### config.mk
export PLATFORM = sky130hd
export DESIGN_NAME = ctd_top
export DESIGN_NICKNAME = d
export VERILOG_FILES = /design/src/pkg/ctd_pkg.sv /design/src/logic/ctd_energy_acc.sv /design/src/logic/ctd_criterion.sv /design/src/logic/ctd_top.sv
export SDC_FILE = /design/constraint.sdc
export NUM_CORES = 1
export LEC_CHECK = 0
export ABC_AREA = 0
export BUFFER_PORTS_ARGS = -buffer_cell sky130_fd_sc_hd__clkbuf_2
export CORE_ASPECT_RATIO = 0.7
export CORE_MARGIN = 1.5
export CORE_UTILIZATION = 60
export CTS_BUF_LIST = sky130_fd_sc_hd__clkbuf_8
export DETAILED_ROUTE_END_ITERATION = 8
export GPL_TIMING_DRIVEN = 0
export HOLD_SLACK_MARGIN = 0.03
export PLACE_DENSITY_LB_ADDON = 0.12
export SYNTH_ARGS = -nofsm -noshare
export SYNTH_HDL_FRONTEND = slang
export SYNTH_HIERARCHICAL = 1
export SYNTH_SLANG_ARGS = --single-unit
### constraint.sdc
create_clock -name clk_sys -period 8.8 [get_ports clk_sys]
set_clock_uncertainty 0.2 [all_clocks]
set_input_delay 0.88 -clock clk_sys [delete_from_list [all_inputs] [get_ports clk_sys]]
set_output_delay 0.88 -clock clk_sys [all_outputs]
set_load 0.02 [all_outputs]
### src/pkg/ctd_pkg.sv
// Constants shared by the current tamper detector
package ctd_pkg;
  // Line-period schedule (counter values at period start)
  localparam logic [5:0] CTD_HOLD_START = 6'd24;
  localparam logic [5:0] CTD_HOLD_END   = 6'd39;
  localparam logic [5:0] CTD_MUX_END    = 6'd31;
  localparam logic [5:0] CTD_WIN1_START = 6'd28;
  localparam logic [5:0] CTD_WIN2_START = 6'd32;
  localparam logic [5:0] CTD_WIN2_END   = 6'd35;
  localparam logic [2:0] CTD_CONSEC     = 3'd4;
  // Threshold as left shift of |a-b| against |a+b|
  localparam int         CTD_SHIFT_12P5 = 4;
  localparam int         CTD_SHIFT_6P25 = 5;
  localparam int         CTD_ENERGY_W   = 32;
  // APB map
  localparam logic [7:0] CTD_ADDR_CTRL   = 8'h00;
  localparam logic [7:0] CTD_ADDR_STATUS = 8'h04;
  localparam logic [7:0] CTD_ADDR_EN_A   = 8'h08;
  localparam logic [7:0] CTD_ADDR_EN_B   = 8'h0C;
  // Control fields
  localparam int CTD_CTRL_ENABLE = 0;
  localparam int CTD_CTRL_THRSEL = 1;
  localparam int CTD_CTRL_STANDALONE = 2;
  localparam logic [2:0] CTD_CTRL_RESET = 3'b000;
  // Status fields
  localparam int CTD_ST_TAMPER   = 0;
  localparam int CTD_ST_MUX      = 1;
  localparam int CTD_ST_HOLD     = 2;
  localparam int CTD_ST_FINALSEC = 3;
  localparam int CTD_ST_DISABLED = 4;
  localparam int CTD_ST_CNT_LSB  = 8;
  localparam int CTD_ST_CONS_LSB = 16;
endpackage : ctd_pkg

### src/logic/ctd_energy_acc.sv
// Windowed signed energy accumulator
`timescale 1ns/1ps
`default_nettype none
module ctd_energy_acc #(
  parameter int SW = 24,
  parameter int AW = 32
) (
  input  wire logic                 clk_sys,
  input  wire logic                 rst_b,
  input  wire logic                 clear,
  input  wire logic                 add_en,
  input  wire logic signed [SW-1:0] sample,
  output logic signed [AW-1:0]      acc
);
  logic signed [AW-1:0] acc_reg;
  logic signed [AW-1:0] acc_next;
  wire  signed [AW-1:0] sample_ext = {{(AW-SW){sample[SW-1]}}, sample};

  assign acc_next = clear ? '0 : (add_en ? acc_reg + sample_ext : acc_reg);
  assign acc      = acc_reg;

  always_ff @(posedge clk_sys) begin
    if (!rst_b) acc_reg <= '0;
    else        acc_reg <= acc_next;
  end
endmodule : ctd_energy_acc
`default_nettype wire

### src/logic/ctd_criterion.sv
// Tamper criterion on two energy samples
`timescale 1ns/1ps
`default_nettype none
module ctd_criterion #(
  parameter int AW = 32
) (
  input  wire logic signed [AW-1:0] energy_a,
  input  wire logic signed [AW-1:0] energy_b,
  input  wire logic                 thr_sel,
  output logic                      threshold_select_bit,
  output logic                      opposite,
  output logic                      a_bigger
);
  import ctd_pkg::*;

  function automatic logic [AW:0] ctd_abs(input logic signed [AW:0] v);
    ctd_abs = v[AW] ? $unsigned(-v) : $unsigned(v);
  endfunction : ctd_abs

  wire signed [AW:0] a_ext  = {energy_a[AW-1], energy_a};
  wire signed [AW:0] b_ext  = {energy_b[AW-1], energy_b};
  wire        [AW:0] abs_d  = ctd_abs(a_ext - b_ext);
  wire        [AW:0] abs_s  = ctd_abs(a_ext + b_ext);
  wire        [AW+5:0] d_ext = {5'd0, abs_d};
  wire        [AW+5:0] s_ext = {5'd0, abs_s};
  // |a-b| > k*(a+b)/2  <=>  |a-b| << shift > |a+b|
  wire        [AW+5:0] d_hi = d_ext << CTD_SHIFT_12P5;
  wire        [AW+5:0] d_lo = d_ext << CTD_SHIFT_6P25;
  wire                 nz   = (energy_a != '0) && (energy_b != '0);

  assign opposite = nz && (energy_a[AW-1] ^ energy_b[AW-1]);
  assign threshold_select_bit     = opposite || ((thr_sel ? d_lo : d_hi) > s_ext);
  assign a_bigger = ctd_abs(a_ext) > ctd_abs(b_ext);
endmodule : ctd_criterion
`default_nettype wire

### src/logic/ctd_top.sv
// Live/neutral current tamper detector with APB registers
//
// The APB interface to the registers and the register offsets were decided locally.
`timescale 1ns/1ps
`default_nettype none
module ctd_top
  import ctd_pkg::*;
#(
  parameter int SAMPLE_W = 24
) (
  input  wire logic                 clk_sys,
  input  wire logic                 rst_b,
  input  wire logic                 psel,
  input  wire logic                 penable,
  input  wire logic                 pwrite,
  input  wire logic [7:0]           paddr,
  input  wire logic [31:0]          pwdata,
  output logic      [31:0]          prdata,
  output logic                      pready,
  output logic                      pslverr,
  input  wire logic                 line_slope_sign,
  input  wire logic                 line_freq_range_error,
  input  wire logic                 stream_stuck,
  input  wire logic                 no_load_flag,
  input  wire logic                 power_valid,
  input  wire logic signed [SAMPLE_W-1:0] power_sample,
  output logic                      channel_select_signal,
  output logic                      hold_primary_values,
  output logic                      final_secondary,
  output logic                      tamper_flag,
  output logic                      standalone_data_pin
);
  import ctd_pkg::*;

  typedef enum logic [1:0] {
    CTD_NORMAL = 2'b01,
    CTD_TAMPER = 2'b10
  } ctd_state_e;

  // Registers
  logic [2:0]  ctrl_reg;
  logic        slope_prev_reg;
  logic [5:0]  cnt_reg;
  logic [5:0]  cnt_next;
  logic [2:0]  consec_reg;
  logic [2:0]  consec_next;
  ctd_state_e  state_reg;
  ctd_state_e  state_next;
  logic        final_sec_reg;
  logic        final_sec_next;
  logic        mux_reg;
  logic        hold_reg;
  logic        pin_reg;
  logic        pready_reg;
  logic        pslverr_reg;
  logic [31:0] prdata_reg;

  // Control and events
  wire tamper_en  = ctrl_reg[CTD_CTRL_ENABLE];
  wire thr_sel    = ctrl_reg[CTD_CTRL_THRSEL];
  wire standalone = ctrl_reg[CTD_CTRL_STANDALONE];
  wire disabled   = !tamper_en || line_freq_range_error || stream_stuck
                    || no_load_flag;
  wire period_tick = slope_prev_reg && !line_slope_sign;

  // Schedule decode from the period counter
  wire in_hold  = (cnt_reg >= CTD_HOLD_START) && (cnt_reg <= CTD_HOLD_END);
  wire in_other = (cnt_reg >= CTD_HOLD_START) && (cnt_reg <= CTD_MUX_END);
  wire in_win1  = (cnt_reg >= CTD_WIN1_START) && (cnt_reg < CTD_WIN2_START);
  wire in_win2  = (cnt_reg >= CTD_WIN2_START) && (cnt_reg <= CTD_WIN2_END);
  wire acc_clr  = disabled || (cnt_reg == CTD_HOLD_START);
  wire eval     = !disabled && period_tick && (cnt_reg == CTD_WIN2_END);

  // Window 1 holds the non-final channel, window 2 the final one
  logic signed [CTD_ENERGY_W-1:0] win1;
  logic signed [CTD_ENERGY_W-1:0] win2;
  wire  signed [CTD_ENERGY_W-1:0] energy_a = final_sec_reg ? win1 : win2;
  wire  signed [CTD_ENERGY_W-1:0] energy_b = final_sec_reg ? win2 : win1;
  logic threshold_select_bit;
  logic opposite;
  logic a_bigger;

  ctd_energy_acc #(.SW(SAMPLE_W), .AW(CTD_ENERGY_W)) u_acc_win1 (
    .clk_sys (clk_sys),
    .rst_b   (rst_b),
    .clear   (acc_clr),
    .add_en  (power_valid && in_win1),
    .sample  (power_sample),
    .acc     (win1)
  );

  ctd_energy_acc #(.SW(SAMPLE_W), .AW(CTD_ENERGY_W)) u_acc_win2 (
    .clk_sys (clk_sys),
    .rst_b   (rst_b),
    .clear   (acc_clr),
    .add_en  (power_valid && in_win2),
    .sample  (power_sample),
    .acc     (win2)
  );

  ctd_criterion #(.AW(CTD_ENERGY_W)) u_threshold_select_bit (
    .energy_a (energy_a),
    .energy_b (energy_b),
    .thr_sel  (thr_sel),
    .threshold_select_bit     (threshold_select_bit),
    .opposite (opposite),
    .a_bigger (a_bigger)
  );

  // Period counter
  assign cnt_next = disabled ? 6'd0 :
                    (period_tick ? cnt_reg + 6'd1 : cnt_reg);

  // Decision logic
  always_comb begin
    consec_next    = consec_reg;
    state_next     = state_reg;
    final_sec_next = final_sec_reg;
    if (disabled) begin
      consec_next    = 3'd0;
      state_next     = CTD_NORMAL;
      final_sec_next = 1'b0;
    end else if (eval) begin
      case (state_reg)
        CTD_NORMAL: begin
          if (threshold_select_bit) begin
            consec_next = (consec_reg < CTD_CONSEC) ? consec_reg + 3'd1 : consec_reg;
            if (opposite || consec_next == CTD_CONSEC) begin
              state_next     = CTD_TAMPER;
              final_sec_next = !a_bigger;
            end
          end else begin
            consec_next = 3'd0;
          end
        end
        CTD_TAMPER: begin
          if (threshold_select_bit) begin
            final_sec_next = !a_bigger;
          end else begin
            consec_next    = 3'd0;
            state_next     = CTD_NORMAL;
            final_sec_next = 1'b0;
          end
        end
        default: begin
          state_next     = CTD_NORMAL;
          final_sec_next = 1'b0;
        end
      endcase
    end
  end

  // APB decode
  wire apb_access = psel && penable && pready_reg;
  wire apb_wr     = apb_access && pwrite;
  wire hit_ctrl   = (paddr == CTD_ADDR_CTRL);
  wire hit_status = (paddr == CTD_ADDR_STATUS);
  wire hit_en_a   = (paddr == CTD_ADDR_EN_A);
  wire hit_en_b   = (paddr == CTD_ADDR_EN_B);
  wire mapped     = hit_ctrl || hit_status || hit_en_a || hit_en_b;
  wire ro_write   = pwrite && !hit_ctrl;

  logic [31:0] status_word;
  logic [31:0] rdata_mux;
  always_comb begin
    status_word = 32'h0000_0000;
    status_word[CTD_ST_TAMPER]   = tamper_flag;
    status_word[CTD_ST_MUX]      = mux_reg;
    status_word[CTD_ST_HOLD]     = hold_reg;
    status_word[CTD_ST_FINALSEC] = final_sec_reg;
    status_word[CTD_ST_DISABLED] = disabled;
    status_word[CTD_ST_CNT_LSB +: 6]  = cnt_reg;
    status_word[CTD_ST_CONS_LSB +: 3] = consec_reg;
  end

  assign rdata_mux = hit_ctrl   ? {29'd0, ctrl_reg} :
                     hit_status ? status_word :
                     hit_en_a   ? energy_a :
                     hit_en_b   ? energy_b : 32'h0000_0000;

  always_ff @(posedge clk_sys) begin
    if (!rst_b) begin
      pready_reg  <= 1'b0;
      pslverr_reg <= 1'b0;
      prdata_reg  <= 32'h0000_0000;
    end else begin
      pready_reg  <= psel && penable && !pready_reg;
      pslverr_reg <= psel && penable && !pready_reg && (!mapped || ro_write);
      if (psel && penable && !pready_reg && !pwrite) prdata_reg <= rdata_mux;
    end
  end

  always_ff @(posedge clk_sys) begin
    if (!rst_b) ctrl_reg <= CTD_CTRL_RESET;
    else if (apb_wr && hit_ctrl) ctrl_reg <= pwdata[2:0];
  end

  // Core state
  always_ff @(posedge clk_sys) begin
    if (!rst_b) begin
      slope_prev_reg <= 1'b0;
      cnt_reg        <= 6'd0;
      consec_reg     <= 3'd0;
      state_reg      <= CTD_NORMAL;
      final_sec_reg  <= 1'b0;
    end else begin
      slope_prev_reg <= line_slope_sign;
      cnt_reg        <= cnt_next;
      consec_reg     <= consec_next;
      state_reg      <= state_next;
      final_sec_reg  <= final_sec_next;
    end
  end

  // Registered outputs
  always_ff @(posedge clk_sys) begin
    if (!rst_b) begin
      mux_reg  <= 1'b0;
      hold_reg <= 1'b0;
      pin_reg  <= 1'b0;
    end else begin
      mux_reg  <= disabled ? 1'b0 : (final_sec_reg ^ in_other);
      hold_reg <= !disabled && in_hold;
      pin_reg  <= standalone && (state_next == CTD_TAMPER);
    end
  end

  assign channel_select_signal = mux_reg;
  assign hold_primary_values   = hold_reg;
  assign final_secondary       = final_sec_reg;
  assign tamper_flag           = (state_reg == CTD_TAMPER);
  assign standalone_data_pin   = pin_reg;
  assign prdata                = prdata_reg;
  assign pready                = pready_reg;
  assign pslverr               = pslverr_reg;
endmodule : ctd_top
`default_nettype wire

==> results.json <==
{
  "arrival_ns": 8.78,
  "synthFlopType": "dfxtp_1",
  "clk_pin_slew_worst_paths_ns": 0.08,
  "cts_max_level": 4,
  "synth_area_per_cell_um2": 7.62,
  "tightestPinTransition_ns": 1.23,
  "via_per_inst": 6.62,
  "initial_core_util_pct": 61.7,
  "cts_buffers": 17,
  "area_delta_synth_final_pct": 9.63,
  "hpwl_mm": 49.3,
  "setup.worst_path.start_class": "register",
  "critPathMaxFanout": 10,
  "yosys_warnings": 6,
  "crit_type": "reg -> reg",
  "syn_nets": 2640,
  "dpl-instance-area_um2": 18900,
  "grt_antenna_before_repair": 3,
  "syn_area_um2": 18000,
  "die_w_um": 210,
  "cts_max_path_buffers": 2,
  "dr.pass1.iters": 8,
  "fin_crit_sh_pct": 98.2,
  "clock_latency_ns": 0.47,
  "setup_violations": 0,
  "diodes": 0,
  "drc_errors": 0,
  "final_cell_mix": "ha_1 (196), nor2_1 (187), a21oi_1 (176)",
  "drt_iter0_drc": 2205,
  "critPathBufInv": 5,
  "io_buffers": 81,
  "clock.fmax_mhz": 116,
  "drt-total-wl_mm": 60.6,
  "slowest_delay_ns": 0.46,
  "io_pins": 113,
  "vias": 19000,
  "dp_cells": 2825,
  "maxCapViolations": 0,
  "grt_max_degree": 29,
  "final_core_util_pct": 67.6,
  "async_reset_ff_share_pct": 0,
  "grt.total_usage_pct": 38.3,
  "power.density_nw_per_um2": 60.0,
  "hold-worst-slack_ns": 0.254,
  "synth_cells": 2366,
  "fp.dieH_um": 148,
  "fin_cells": 2871,
  "synth_cell_types": 108,
  "rows": 52,
  "power_leakage_nw": 9.04,
  "grt_pass1_wl_mm": 94.4,
  "drv_slew": 0,
  "required_ns": 8.94,
  "fin_area_um2": 19800,
  "drive_gt1_share_pct": 13.5,
  "min_period_ns": 8.65,
  "gp_congestion": 0.977,
  "overflow": 0,
  "hold_viol": 0,
  "ant_nets": 0,
  "layout.nets": 2754,
  "synth-seq-cells": 117,
  "coreArea_um2": 29200,
  "ctsHoldBuffers": 0,
  "hold_class": "reg -> reg",
  "cts_tree": "yes",
  "critPathTopFamily": "simple AND/OR/NAND/NOR gates",
  "relSlewSlack_pct": 17.7,
  "ys_seq_area_share_pct": 13.0,
  "synth-edff-count": 0,
  "end_kind": "register",
  "cp_slowest_cell": "a2111oi_0",
  "outcome": "complete, no violations",
  "final_common_cell": "ha_1",
  "grt_pass1_vias": 17300,
  "drt-wirelength-per-cell_um": 21.1,
  "clock_tree.root_cell": "clkbuf_8",
  "cts_sinks": 117,
  "die-area_um2": 31100,
  "vdd_drop_max_uv": 83.3
}
## cell families after synthesis
logic type	count (synthesis)	synth area share [%]
buf+inv	200	4.57
flops	117	13.0
other cells	2	0.0417
simple gates	814	23.8
mux	153	9.19
xor+xnor	186	9.04
fa+ha+maj	200	14.1
compound gates	694	26.3
## cell type report
cell class | instances | area (um2)
timing repair buffer | 95 | 523
multi-input combinational | 2049 | 15100
clock buffer | 19 | 262
fill | 2566 | 9450
inverter | 92 | 345
sequential | 117 | 2340
buffer | 108 | 513
clock inverter | 13 | 171
tap | 378 | 473
## through the flow
step	TNS (ns)	power (mW)	setup slack, ns
after global routing	-0.0370	1.22	-0.0370
after floorplan	0	0.604	1.18
after global placement	-10.61	0.636	-1.73
final	0	1.19	0.155
after CTS	0	1.18	0.0156
after detailed placement	-11.64	0.638	-1.91
## metal layers
layer | vias up | routed length (um) | track usage (%)
met5 | - | 25 | 0
met4 | 4 | 801 | 6.29
met3 | 81 | 7720 | 11.0
met2 | 1014 | 23600 | 54.1
met1 | 8886 | 28500 | 57.5
li1 | 9029 | - | -
## worst paths after layout
kind                        start            end  slack (ns)  cells past startpoint
setup reg to reg  final_secondary  consec_reg[1]        0.15                     32
setup / recovery  final_secondary  consec_reg[1]        0.15                     32
hold reg to reg         prdata[1]      prdata[1]        0.25                      2
hold / removal          prdata[1]      prdata[1]        0.25                      2
## worst reg2reg max path: cells and delay by family (launching register included)
family,cells,cell delay (ns)
muxes,1,0.40
adders and majority gates,2,0.60
AOI/OAI and AO/OA,9,2.48
xor gates and xnor gates,1,0.14
DFF,1,0.38
and+or+nand+nor,14,3.38
buffers and inverters,5,0.96
## repair_timing
item | CTS | global route
setup buffers | 4 | 10
setup endpoints to repair | 7 | 7
gates resized for setup | 28 | 45
pin swaps | 4 | 15
## synthesized netlist by cell type (50+ instances only)
cell / instances / area share [%]
nand2_1: 172 / 3.6
a21o_1: 81 / 3.4
clkbuf_1: 63 / 1.3
nor2_1: 188 / 3.9
o21ai_0: 90 / 2.5
mux2_2: 68 / 4.2
ha_1: 196 / 14
nand3_1: 66 / 1.8
xnor2_1: 136 / 6.6
mux2i_1: 80 / 4.4
dfxtp_1: 117 / 13
inv_1: 88 / 1.8
nor2b_1: 53 / 1.8
xor2_1: 50 / 2.4
nor3_1: 78 / 2.2
a21oi_1: 178 / 4.9
## where the power goes
| group | total, mW | internal, mW | switching [mW] | leakage, nW |
|---|---|---|---|---|
| Clock | 0.557 | 0.298 | 0.259 | 0.202 |
| Combinational | 0.0996 | 0.0365 | 0.0630 | 7.89 |
| Sequential | 0.530 | 0.529 | 0.000393 | 0.943 |
| Total | 1.19 | 0.864 | 0.322 | 9.04 |
(Power assumes the default switching activity.)
